### config.mk
export PLATFORM = sky130hd
export DESIGN_NAME = uiv_validator
export DESIGN_NICKNAME = d
export VERILOG_FILES = /design/src/hdl/uiv_pkg.sv /design/src/hdl/uiv_validator.sv
export SDC_FILE = /design/constraint.sdc
export NUM_CORES = 1
export LEC_CHECK = 0
export BUFFER_PORTS_ARGS = -buffer_cell sky130_fd_sc_hd__buf_4
export CAP_MARGIN = 20
export CORE_ASPECT_RATIO = 1.4
export CORE_MARGIN = 2
export CORE_UTILIZATION = 60
export CTS_CLUSTER_SIZE = 20
export DETAILED_ROUTE_END_ITERATION = 12
export PLACE_DENSITY_LB_ADDON = 0.15
export SLEW_MARGIN = 15
export SYNTH_ARGS = -nofsm -noshare
export SYNTH_HDL_FRONTEND = slang
export SYNTH_SLANG_ARGS = --single-unit
### constraint.sdc
create_clock -name mclk -period 3.9 [get_ports mclk]
set_input_delay 0.195 -clock mclk [delete_from_list [all_inputs] [get_ports mclk]]
set_output_delay 0.195 -clock mclk [all_outputs]
set_load 0.02 [all_outputs]
### src/hdl/uiv_pkg.sv
package uiv_pkg;
  localparam logic [31:0] HDR_VERSION_ONE = 32'h0000_0001;
  // header byte offsets
  localparam logic [31:0] OFS_VERSION = 32'h0000_0000;
  localparam logic [31:0] OFS_IDENTITY = 32'h0000_000c;
  localparam logic [31:0] OFS_MASK = 32'h0000_0018;
  localparam logic [31:0] OFS_TOTAL = 32'h0000_001c;
  localparam logic [31:0] OFS_PAYLOAD = 32'h0000_0020;
  // extended table, relative to the payload size
  localparam logic [31:0] OFS_EXT_COUNT = 32'h0000_0030;
  localparam logic [31:0] OFS_EXT_SUM = 32'h0000_0034;
  localparam logic [31:0] OFS_EXT_RSVD = 32'h0000_0038;
  localparam logic [31:0] OFS_ENTRY_ID = 32'h0000_0044;
  localparam logic [31:0] OFS_ENTRY_MASK = 32'h0000_0048;
  localparam logic [31:0] OFS_ENTRY_SUM = 32'h0000_004c;
  localparam logic [31:0] ENTRY_BYTES = 32'h0000_000c;
  localparam logic [31:0] EXT_HDR_BYTES = 32'h0000_0014;
  localparam logic [2:0] EXT_HDR_WORDS = 3'h5;
  localparam logic [1:0] ENTRY_WORDS = 2'h3;
  localparam logic [1:0] BYTE_SHIFT = 2'h2;
  localparam logic [31:0] DEFAULT_WORDS = 32'h0000_0200;
  localparam logic [31:0] DEFAULT_PAYLOAD = 32'h0000_07d0;
  localparam logic [31:0] KB_MASK = 32'h0000_03ff;
  localparam logic [31:0] SUM_GOOD = 32'h0000_0000;
  // platform register
  localparam logic [31:0] PLAT_REG_ADDR = 32'h0000_0017;
  localparam int PLAT_LSB = 50;
  localparam int PLAT_MSB = 52;
  localparam int PLAT_W = 3;

  typedef enum logic [2:0] {
    UIV_CAUSE_NONE = 3'h0,
    UIV_CAUSE_VERSION = 3'h1,
    UIV_CAUSE_SIZE = 3'h2,
    UIV_CAUSE_CHECKSUM = 3'h3,
    UIV_CAUSE_EXT_TABLE = 3'h4,
    UIV_CAUSE_IDENTITY = 3'h5,
    UIV_CAUSE_PLATFORM = 3'h6
  } uiv_cause_type;

  typedef struct packed {
    logic done;
    logic accept;
    logic reject;
    uiv_cause_type cause;
  } uiv_verdict_type;

  function automatic logic [29:0] uiv_word(input logic [31:0] ofs);
    return ofs[31:2];
  endfunction
endpackage

### src/hdl/uiv_validator.sv
// Notes on behaviour
// - extended table optional, used when present and the primary identity misses
// - extended header is count, checksum, 12 reserved
// - entry count bounds the entry scan exactly
// - extended table valid only when words sum zero
// - count, checksum, reserved at payload plus 48/52/56
// - entry n at payload plus 68/72/76 plus 12n
// - accept only when an identity word matches
// - version 1: primary first, then extended scan
// - platform bits 52:50 select support mask bit
// - each set mask bit is one supported platform
// - platform register 017h, 64-bit, read-only, whole reads
// - primary mask test, else matched entry mask
// - image checksum is unsigned modulo 2^32 word sum
// - zero sum intact, nonzero rejects as corrupt
// - zero payload means 2000 bytes, else total/4 words
// - loop defaults to 512 words
module uiv_validator #(
  parameter int ADDR_W = 32
) (
  input wire logic mclk,
  input wire logic reset,
  input wire logic start,
  input wire logic [ADDR_W-1:0] image_base,
  input wire logic [31:0] cpu_identity_word,
  input wire logic [uiv_pkg::PLAT_W-1:0] platform_pins,
  output logic mem_rd_req,
  output logic [ADDR_W-1:0] mem_rd_addr,
  input wire logic mem_rd_valid,
  input wire logic [31:0] mem_rd_data,
  input wire logic model_register_read,
  input wire logic [31:0] mreg_addr,
  output logic mreg_rd_ack,
  output logic mreg_rd_err,
  output logic [63:0] mreg_rd_data,
  output logic busy,
  output uiv_pkg::uiv_verdict_type verdict
);

  typedef enum logic [1:0] {
    UIV_IDLE = 2'b00,
    UIV_FETCH = 2'b01,
    UIV_WAIT = 2'b10,
    UIV_JUDGE = 2'b11
  } uiv_state_type;

  localparam int PLAT_W_L = uiv_pkg::PLAT_W;
  uiv_state_type state;
  logic [PLAT_W_L-1:0] pin_s1;
  logic [PLAT_W_L-1:0] pin_s2;
  logic [PLAT_W_L-1:0] pin_s3;
  logic [PLAT_W_L-1:0] platform_field;
  logic [63:0] platform_type_id;
  logic [29:0] idx;
  logic [31:0] n_words;
  logic [31:0] running_sum;
  logic [31:0] header_format_version;
  logic [31:0] prim_mask;
  logic [31:0] image_total_bytes;
  logic [31:0] payload_bytes;
  logic prim_hit;
  // set when the loop length comes from the total size
  logic size_from_total;
  logic ext_active;
  logic ext_done;
  logic [29:0] ext_base_w;
  logic [2:0] ext_hcnt;
  logic [1:0] ext_phase;
  logic [31:0] extra_entry_count;
  logic [31:0] ext_n;
  logic [31:0] ext_sum;
  logic ext_cur_hit;
  logic ext_hit;
  logic [31:0] ext_mask;
  logic [31:0] sel_bit;
  logic last_word;
  logic in_ext;
  logic [31:0] w;

  assign w = mem_rd_data;
  // one-hot platform bit from a binary field 0..7
  assign sel_bit = 32'h0000_0001 << platform_field;
  // loop length may shrink once the payload word arrives
  assign last_word = ({2'b00, idx} + 32'h0000_0001) >= n_words;
  assign in_ext = ext_active && !ext_done && idx >= ext_base_w;

  // strap pins: three stages, change only when two and three agree
  // stage one feeds stage two only, to contain metastability
  always_ff @(posedge mclk) begin
    if (reset) begin
      pin_s1 <= '0;
      pin_s2 <= '0;
      pin_s3 <= '0;
      platform_field <= '0;
    end else begin
      pin_s1 <= platform_pins;
      pin_s2 <= pin_s1;
      pin_s3 <= pin_s2;
      if (pin_s2 == pin_s3) begin
        platform_field <= pin_s3;
      end
    end
  end

  // reserved bits read as zero
  always_comb begin
    platform_type_id = 64'h0000_0000_0000_0000;
    platform_type_id[uiv_pkg::PLAT_MSB:uiv_pkg::PLAT_LSB] = platform_field;
  end

  // read-only: only a whole read at its address answers with data
  // unmapped reads still ack, with err, so firmware never stalls
  always_ff @(posedge mclk) begin
    if (reset) begin
      mreg_rd_ack <= 1'b0;
      mreg_rd_err <= 1'b0;
      mreg_rd_data <= 64'h0000_0000_0000_0000;
    end else begin
      mreg_rd_ack <= model_register_read;
      mreg_rd_err <= model_register_read &&
                     mreg_addr != uiv_pkg::PLAT_REG_ADDR;
      if (model_register_read &&
          mreg_addr == uiv_pkg::PLAT_REG_ADDR) begin
        mreg_rd_data <= platform_type_id;
      end else begin
        mreg_rd_data <= 64'h0000_0000_0000_0000;
      end
    end
  end

  // sequencer: one outstanding read at a time
  // one read in flight keeps the memory side simple, at a latency cost
  always_ff @(posedge mclk) begin
    if (reset) begin
      state <= UIV_IDLE;
      idx <= '0;
      mem_rd_req <= 1'b0;
      mem_rd_addr <= '0;
      busy <= 1'b0;
    end else begin
      mem_rd_req <= 1'b0;
      unique case (state)
        UIV_IDLE: begin
          if (start) begin
            idx <= '0;
            busy <= 1'b1;
            state <= UIV_FETCH;
          end
        end
        UIV_FETCH: begin
          mem_rd_req <= 1'b1;
          // supplier keeps the base 16-byte aligned
          mem_rd_addr <= image_base +
                         ADDR_W'({idx, 2'b00});
          state <= UIV_WAIT;
        end
        UIV_WAIT: begin
          if (mem_rd_valid) begin
            idx <= idx + 30'h1;
            state <= last_word ? UIV_JUDGE : UIV_FETCH;
          end
        end
        UIV_JUDGE: begin
          busy <= 1'b0;
          state <= UIV_IDLE;
        end
      endcase
    end
  end

  // header capture and whole-image sum
  always_ff @(posedge mclk) begin
    if (reset || (state == UIV_IDLE && start)) begin
      running_sum <= 32'h0000_0000;
      n_words <= uiv_pkg::DEFAULT_WORDS;
      header_format_version <= 32'h0000_0000;
      prim_mask <= 32'h0000_0000;
      image_total_bytes <= 32'h0000_0000;
      payload_bytes <= 32'h0000_0000;
      prim_hit <= 1'b0;
      size_from_total <= 1'b0;
    end else if (state == UIV_WAIT && mem_rd_valid) begin
      running_sum <= running_sum + w;
      if (idx == uiv_pkg::uiv_word(uiv_pkg::OFS_VERSION)) begin
        header_format_version <= w;
      end
      if (idx == uiv_pkg::uiv_word(uiv_pkg::OFS_IDENTITY)) begin
        prim_hit <= w == cpu_identity_word;
      end
      if (idx == uiv_pkg::uiv_word(uiv_pkg::OFS_MASK)) begin
        prim_mask <= w;
      end
      if (idx == uiv_pkg::uiv_word(uiv_pkg::OFS_TOTAL)) begin
        image_total_bytes <= w;
      end
      if (idx == uiv_pkg::uiv_word(uiv_pkg::OFS_PAYLOAD)) begin
        // zero payload: 2000 bytes, loop stays at 512 words
        payload_bytes <= (w == 32'h0000_0000) ?
                         uiv_pkg::DEFAULT_PAYLOAD : w;
        size_from_total <= w != 32'h0000_0000;
        if (w != 32'h0000_0000) begin
          n_words <= image_total_bytes >> uiv_pkg::BYTE_SHIFT;
        end
      end
    end
  end

  // extended table walk in the same pass
  // entry checksums only feed the table sum, none is checked alone
  always_ff @(posedge mclk) begin
    if (reset || (state == UIV_IDLE && start)) begin
      ext_active <= 1'b0;
      ext_done <= 1'b0;
      ext_base_w <= '0;
      ext_hcnt <= 3'h0;
      ext_phase <= 2'h0;
      extra_entry_count <= 32'h0000_0000;
      ext_n <= 32'h0000_0000;
      ext_sum <= 32'h0000_0000;
      ext_cur_hit <= 1'b0;
      ext_hit <= 1'b0;
      ext_mask <= 32'h0000_0000;
    end else if (state == UIV_WAIT && mem_rd_valid) begin
      if (idx == uiv_pkg::uiv_word(uiv_pkg::OFS_PAYLOAD) &&
          w != 32'h0000_0000) begin
        // table present only past the payload
        ext_active <= image_total_bytes >
                      (w + uiv_pkg::OFS_EXT_COUNT);
        ext_base_w <=
          uiv_pkg::uiv_word(w + uiv_pkg::OFS_EXT_COUNT);
      end
      if (in_ext) begin
        ext_sum <= ext_sum + w;
        if (ext_hcnt < uiv_pkg::EXT_HDR_WORDS) begin
          // count, checksum, then reserved words
          ext_hcnt <= ext_hcnt + 3'h1;
          if (ext_hcnt == 3'h0) begin
            extra_entry_count <= w;
          end
          if (ext_hcnt == uiv_pkg::EXT_HDR_WORDS - 3'h1 &&
              extra_entry_count == 32'h0000_0000) begin
            ext_done <= 1'b1;
          end
        end else begin
          // identity, support mask, entry checksum
          ext_phase <= (ext_phase == uiv_pkg::ENTRY_WORDS - 2'h1) ?
                       2'h0 : ext_phase + 2'h1;
          if (ext_phase == 2'h0) begin
            ext_cur_hit <= !prim_hit && !ext_hit &&
                           w == cpu_identity_word;
          end
          if (ext_phase == 2'h1 && ext_cur_hit) begin
            ext_hit <= 1'b1;
            ext_mask <= w;
          end
          if (ext_phase == uiv_pkg::ENTRY_WORDS - 2'h1) begin
            ext_n <= ext_n + 32'h0000_0001;
            if (ext_n + 32'h0000_0001 == extra_entry_count) begin
              ext_done <= 1'b1;
            end
          end
        end
      end
    end
  end

  // verdict, one-cycle done pulse
  // causes in fixed priority: the first failing test wins
  always_ff @(posedge mclk) begin
    if (reset) begin
      verdict <= '0;
    end else if (state == UIV_JUDGE) begin
      verdict.done <= 1'b1;
      verdict.accept <= 1'b0;
      verdict.reject <= 1'b1;
      if (header_format_version != uiv_pkg::HDR_VERSION_ONE) begin
        verdict.cause <= uiv_pkg::UIV_CAUSE_VERSION;
      end else if (size_from_total &&
                   (image_total_bytes & uiv_pkg::KB_MASK) != '0) begin
        verdict.cause <= uiv_pkg::UIV_CAUSE_SIZE;
      end else if (running_sum != uiv_pkg::SUM_GOOD) begin
        verdict.cause <= uiv_pkg::UIV_CAUSE_CHECKSUM;
      end else if (ext_active && !prim_hit &&
                   (!ext_done || ext_sum != uiv_pkg::SUM_GOOD)) begin
        verdict.cause <= uiv_pkg::UIV_CAUSE_EXT_TABLE;
      end else if (!prim_hit && !ext_hit) begin
        verdict.cause <= uiv_pkg::UIV_CAUSE_IDENTITY;
      end else if ((prim_mask & sel_bit) != '0 ||
                   (ext_hit && (ext_mask & sel_bit) != '0)) begin
        // any set mask bit is one supported platform
        verdict.accept <= 1'b1;
        verdict.reject <= 1'b0;
        verdict.cause <= uiv_pkg::UIV_CAUSE_NONE;
      end else begin
        verdict.cause <= uiv_pkg::UIV_CAUSE_PLATFORM;
      end
    end else begin
      verdict.done <= 1'b0;
    end
  end

endmodule

==> results.cfg, run 1 <==
[synth]
yosysUniqueCellTypes = 84
post-synth-top-count-cell = nand2_1
async_flop_share_pct = 0
synth_warnings = 0
synthFlopType = dfxtp_1
synth_top_area_share_pct = 31.6
synth_edf_count = 0
yosys.area.top_type = dfxtp_1
synth_fa_ha_area_share_pct = 10.5
synthMuxAreaShare_pct = 2.42
ys_top_cells_by_area = dfxtp_1 (32%), ha_1 (10%), a21oi_1 (7.0%)
syn_avg_cell_area_um2 = 7.73
yosys.area_share.simple_pct = 23.1
ys_seq_area_share_pct = 31.6
synth-compound-area-share_pct = 17.2
yosys_register_bits = 368
synth_top_family_by_area = simple AND/OR/NAND/NOR gates
synth_common_cells = nand2_1 (417), dfxtp_1 (368), nor2_1 (342), a21oi_1 (328), ha_1 (191)
syn_inst = 3016
synth_xor_area_share_pct = 8.53
syn-cell-area_um2 = 23300

[global_routing]
grt.overflow.total = 0
grt_max_degree = 105
track_usage_pct = 34.8
grt_pass1_wl_um = 112000
grt_pass1_vias = 21600
antenna_found_initial = 0

[sta]
setup_viol = 0
fin_crit_sh_pct = 95.8
relSlewSlack_pct = 23.3
fin_crit_ns = 3.73
worst_pin_slew_ns = 1.15
hold_viol = 0
finalMaxSlewViolations = 0
fin_ws_ns = 0.165
clock_skew_ns = 0.0290
timing.fmax_ghz = 0.268
finalSetupTns_ns = 0

[setup_path]
critPathKind = reg -> reg
worstPathArrival_ns = 4.18
cp_cell_sequence = ha_1 > inv_1 > fa_1 > nor2b_1 > o21ai_0 > a21oi_1 > a2bb2oi_1 > o211ai_1 > a21oi_1 > o21ai_0 > o221ai_1 > xor2_1 > a22o_1
rrSetupSlack_ns = 0.17
setup.worst_path.end_class = register
crit_path_top_delay_cell = a2bb2oi_1
required_ns = 4.34
cp_top_family = compound AO/OA/AOI/OAI gates
r2r-start = idx[0]
cp_max_fo = 4
rr_endpoint = mem_rd_addr[30]
rr_worst_depth = 13
max_stage_delay_ns = 0.49
path_buf_inv = 1
setup.worst_path.start_class = register

[min_path]
hold_path.startpoint = mem_rd_data[0]
holdPathEnd = extra_entry_count[0]
hold_depth = 3
hp-class = in -> reg

[clocking]
cts_buffer_depth = 3
worstSkewPairLatency_ns = 0.56
clkSinkCount = 368
cts_inserted_buffers = 40
clockRootBuffer = clkbuf_16
htree_levels = 2
cts.clk_slew.worst_paths_ns = 0.06
cts_tree = yes

[detailed_routing]
initialDrtViolationCount = 1650
drt_first_pass_iters = 5
vias = 22100
final_antenna_net_count = 0
via_per_inst = 5.96
wire_per_inst_um = 19.3
wirelength_um = 71600
drc = 0

[place]
io_buffers = 180
gp_congestion = 0.946
pre_cts_ws_ns = -0.00000622
placedInstanceArea_um2 = 25000
dp_hpwl_um = 51500

[flow_run]
maxCapViolations = 0

[finish]
syn_to_final_growth_pct = 14.2
finalNetCount = 3489
postLayoutCoreUtil_pct = 69.3
antenna_cells = 0
drive_gt1_share_pct = 11.2
stdcell_area_um2 = 26600

[die]
coreArea_um2 = 38400
die_area_um2 = 40500
die_w_um = 171
rows = 85
dieHeight_um = 237
initial_core_util_pct = 60.7
io_pins = 242

[status]
status = complete, no violations

[power_and_ir_drop]
leakagePower_nw = 11.4
pwr-share-clk_pct = 46.7
total_power_mw = 8.86
internal_power_mw = 6.63
seqPwrFrac_pct = 43.1
ir_worst_vdd_mv = 0.350
switching_share_pct = 25.1
power.density_nw_per_um2 = 333
power.switching_mw = 2.22
combPwrFrac_pct = 10.2
## kinds of logic after synthesis
family / count (synthesis)
AND/OR/NAND/NOR: 1166
AO/OA/AOI/OAI: 673
flip-flops: 368
buffers and inverters: 331
XOR/XNOR: 227
adder cells (fa/ha/maj): 194
multiplexers: 56
other: 1
## layout by cell type, fill, tap and decap left out, types with 24 or more instances in the layout
master / netlist / final
nor2b_1: 36 / 35
a211oi_1: 24 / 24
inv_1: 106 / 106
nand3_1: 79 / 79
buf_4: 61 / 248
nand4_1: 57 / 57
nand2_1: 417 / 417
dfxtp_1: 368 / 366
nor4_1: 62 / 62
o21ai_0: 116 / 115
mux2i_1: 54 / 54
xor2_1: 119 / 119
xnor2_1: 108 / 108
a21oi_1: 328 / 328
and3_1: 32 / 31
conb_1: 1 / 61
a21o_1: 62 / 62
nor2_1: 342 / 339
clkbuf_16: 0 / 41
nor3_1: 37 / 35
ha_1: 191 / 191
## layer usage
metal | share of wire, % | vias up | track usage, %
li1 | - | 10600 | -
met1 | 38 | 10300 | 39.4
met2 | 48 | 892 | 60.3
met3 | 6.4 | 289 | 4.51
met4 | 7.7 | 0 | 23.9
met5 | 0 | - | 0
## registers in the layout, indices dropped and copies added, names as in the netlist, 32 cells and up
signal and cells:
running_sum 32, extra_entry_count 32, mem_rd_addr 32, header_format_version 32, ext_n 32, image_total_bytes 32, ext_sum 32
## power groups by stage
stage               registers (mW)  logic (mW)  clock network, mW
CTS                           3.82       0.889               4.17
global route                  3.82       0.966               4.32
finish                        3.82       0.906               4.13
detailed placement            3.90       0.874                  0
floorplan                     3.92       0.537                  0
global placement              3.90       0.859                  0
## cell type report
class | instances | area, um^2
Clock buffer | 53 | 1100
Sequential cell | 368 | 7370
Clock inverter | 20 | 317
Tap cell | 522 | 653
Inverter | 106 | 398
Fill cell | 3201 | 11800
Multi-Input combinational cell | 2377 | 14700
Timing Repair Buffer | 266 | 2080
## stage by stage
| stage | cells | hold WS, ns |
|---|---|---|
| floorplan | 3076 | 0.297 |
| global placement | 3622 | 0.406 |
| detailed placement | 3622 | 0.412 |
| CTS | 3709 | 0.00600 |
| global route | 3712 | 0.0214 |
| finish | 3712 | 0.0180 |
## repair_timing
| item | 4_1_cts | 5_1_grt |
|---|---|---|
| resized for setup | 0 | 8 |
| setup endpoints to repair | 0 | 1 |
| endpoints found under the hold margin | 16 | 0 |
| setup buffers | 0 | 3 |
| hold buffers | 14 | 0 |
## worst max-delay path by stage
stage / start / endpoint / slack [ns] / cells after the start
global route: idx[0] / state[1] / -0.01 / 15
CTS: idx[1] / state[1] / 0.11 / 15
finish: idx[0] / mem_rd_addr[30] / 0.17 / 13
detailed placement: mem_rd_data[6] / ext_active / -0.000006 / 19
global placement: mem_rd_data[6] / ext_active / 0.13 / 19
floorplan: idx[1] / state[1] / 0.33 / 19
## tightest hold or removal path, delay by kind of cell
family                 cells  cell delay [ns]
buffers and inverters      1             0.19
AO/OA/AOI/OAI              1             0.05
AND/OR/NAND/NOR            1             0.08
Note: power is estimated with default switching activity, not from simulation.
==> run 2: changes to the inputs <==
--- a/config.mk
+++ b/config.mk
@@ -5,11 +5,13 @@
 export SDC_FILE = /design/constraint.sdc
 export NUM_CORES = 1
 export LEC_CHECK = 0
+export ABC_AREA = 1
 export BUFFER_PORTS_ARGS = -buffer_cell sky130_fd_sc_hd__buf_4
 export CAP_MARGIN = 20
 export CORE_ASPECT_RATIO = 1.4
-export CORE_MARGIN = 2
-export CORE_UTILIZATION = 60
+export CORE_MARGIN = 8
+export CORE_UTILIZATION = 62
+export CTS_BUF_LIST = sky130_fd_sc_hd__clkbuf_8
 export CTS_CLUSTER_SIZE = 20
 export DETAILED_ROUTE_END_ITERATION = 12
 export PLACE_DENSITY_LB_ADDON = 0.15
==> run 2 against run 1 <==
Wire length is 25% higher. Sequential cell count stayed put. Critical endpoint is now state[1]. Via count rose by 18%. Cell area rose by 6.3%. Largest cell class unchanged.
==> results.cfg, run 2 <==
[setup_path]
critPathKind = reg -> reg
setup.worst_path.start_class = register
cp_max_fo = 5
required_ns = 4.47
worstPathArrival_ns = 4.24
cp_top_family = simple AND/OR/NAND/NOR gates
crit_path_top_delay_cell = dfxtp_1
setup.worst_path.end_class = register
path_buf_inv = 6
cp_cell_sequence = inv_1 > nor3_2 > nand2_2 > nor4_2 > buf_4 > inv_1 > nor3_1 > xor2_1 > inv_1 > ha_1 > inv_1 > nor4b_1 > nand4_1 > nor2_1 > nor2_1 > nand3_1 > nand2_1 > nand3_1 > nand2_1 > inv_1
max_stage_delay_ns = 0.43
cpMostUsedCell = inv_1

[finish]
drive_gt1_share_pct = 10.3
multi_input_area_um2 = 15100
ff_latch_area_um2 = 7370
fill_cells = 3380
layout_common_cells = nand2_1 (750), inv_1 (458), nor2_1 (451), dfxtp_1 (367), a21oi_1 (328)
finalNetCount = 4195
syn_to_final_growth_pct = 13.5
layout_commonest_cell = nand2_1

[die]
io_pins = 242
initial_core_util_pct = 62.4
dieHeight_um = 253
die_area_um2 = 47000
coreArea_um2 = 39900
die_w_um = 185
rows = 87

[sta]
grt_setup_unrepaired = no
setup_viol = 0
fin_crit_ns = 3.67
finalMaxSlewViolations = 0
worst_pin_slew_ns = 1.05
finalSetupTns_ns = 0
fin_crit_sh_pct = 94.0
timing.fmax_ghz = 0.273
relSlewSlack_pct = 29.7
clock_skew_ns = 0.0406
fin_ws_ns = 0.233
hold_viol = 0

[detailed_routing]
wire_per_inst_um = 20.1
drc = 0
wirelength_um = 89600
met3_length_um = 6770
wl_met1_um = 33200
highest_layer = met4
vias = 26100
via_per_inst = 5.88
initialDrtViolationCount = 2213
final_antenna_net_count = 0
drt_first_pass_iters = 6
met2_length_um = 42200

[synth]
yosysUniqueCellTypes = 60
synth_common_cells = nand2_1 (750), nor2_1 (453), inv_1 (451), dfxtp_1 (368), a21oi_1 (328)
syn_avg_cell_area_um2 = 6.80
post-synth-top-count-cell = nand2_1
yosys_register_bits = 368
syn_inst = 3668
ys_seq_area_share_pct = 29.5
async_flop_share_pct = 0
synthFlopType = dfxtp_1
yosys.area.top_type = dfxtp_1
synth_edf_count = 0
ys_top_cells_by_area = dfxtp_1 (30%), nand2_1 (11%), ha_1 (9.6%)
synth_top_area_share_pct = 29.5
synth_warnings = 0
syn-cell-area_um2 = 24900

[global_routing]
grt_pass1_vias = 25100
grt_max_degree = 82
antenna_found_initial = 4
track_usage_pct = 36.9
grt_pass1_wl_um = 137000
grt.overflow.total = 0

[clocking]
cts.clk_slew.worst_paths_ns = 0.07
clkSinkCount = 368
clockRootBuffer = clkbuf_8
cts_buffer_depth = 3
htree_levels = 2
cts_tree = yes
worstSkewPairLatency_ns = 0.65
cts_inserted_buffers = 57

[status]
status = complete, no violations

[power_and_ir_drop]
pwr-share-clk_pct = 43.3
power.switching_mw = 2.46
ir_worst_vdd_mv = 0.333
leakagePower_nw = 13.4
combPwrFrac_pct = 12.6
power.density_nw_per_um2 = 308
internal_power_mw = 6.27
seqPwrFrac_pct = 44.1
switching_share_pct = 28.2

[place]
io_buffers = 180
gp_congestion = 1.04
pre_cts_ws_ns = 0.175
dp_hpwl_um = 67700

[flow_run]
maxCapViolations = 0

[min_path]
hp-class = in -> reg
-- run 2: cell type report --
cell class / instances / share of cell area (%)
sequential: 368 / 26.0
timing repair buffer: 256 / 7.41
inverter: 462 / 6.14
antenna: 4 / 0.0354
clock inverter: 31 / 1.12
tap: 534 / 2.36
clock buffer: 73 / 3.55
multi-input combinational: 2720 / 53.3
-- run 2: worst paths after layout --
kind,from,end,slack [ns],cells past startpoint
worst max-delay path,idx[6],state[1],0.23,20
worst min-delay path,image_base[4],mem_rd_addr[4],0.09,6
worst max register to register,idx[6],state[1],0.23,20
worst min register to register,pin_s1[0],pin_s2[0],0.42,2
-- run 2: metal layers --
layer,up-vias,track usage [%]
li1,12400,-
met1,12100,41.2
met2,1225,61.4
met3,381,6.72
met4,0,28.4
met5,-,0
-- run 2: worst min-delay path: stages --
cell and delay [ns]:
buf_4 0.09, ha_1 0.14, inv_1 0.05, nand2_1 0.05
a21oi_1 0.06, nor2_1 0.09
-- run 2: power groups by stage --
stage / logic (mW) / registers (mW) / clock network [mW]
finish: 1.10 / 3.85 / 3.78
global route: 1.17 / 3.85 / 3.97
CTS: 1.07 / 3.85 / 3.79
detailed placement: 1.03 / 3.93 / 0
global placement: 1.01 / 3.93 / 0
floorplan: 0.616 / 3.96 / 0
-- run 2: kinds of logic (layout without fill, tap and decap cells) --
group,Yosys count,in the layout,share of synthesized area [%]
AOI/OAI and AO/OA,757,757,17.9
xor gates and xnor gates,135,135,4.85
adders and majority gates,194,194,9.83
buffers and inverters,640,822,10.9
DFF,368,368,29.5
other,1,65,0.0150
and+or+nand+nor,1573,1573,26.9
-- run 2: per-stage QoR --
stage | total power [mW] | util, % | cells | instance area (um^2) | hold WS, ns
global route | 8.99 | 70.8 | 4448 | 28300 | 0.105
CTS | 8.71 | 70.8 | 4444 | 28300 | 0.0504
global placement | 4.94 | 66.4 | 4295 | 26500 | 0.402
floorplan | 4.58 | - | 3728 | 25200 | 0.302
detailed placement | 4.96 | 66.4 | 4295 | 26500 | 0.406
finish | 8.72 | 70.8 | 4448 | 28300 | 0.0943
-- run 2: what timing repair did --
action / CTS / global route
endpoints found under the setup margin: 0 / 1
resized for setup: 0 / 2
hold endpoints to repair: 66 / 0
setup buffers: 0 / 0
hold buffers: 45 / 0
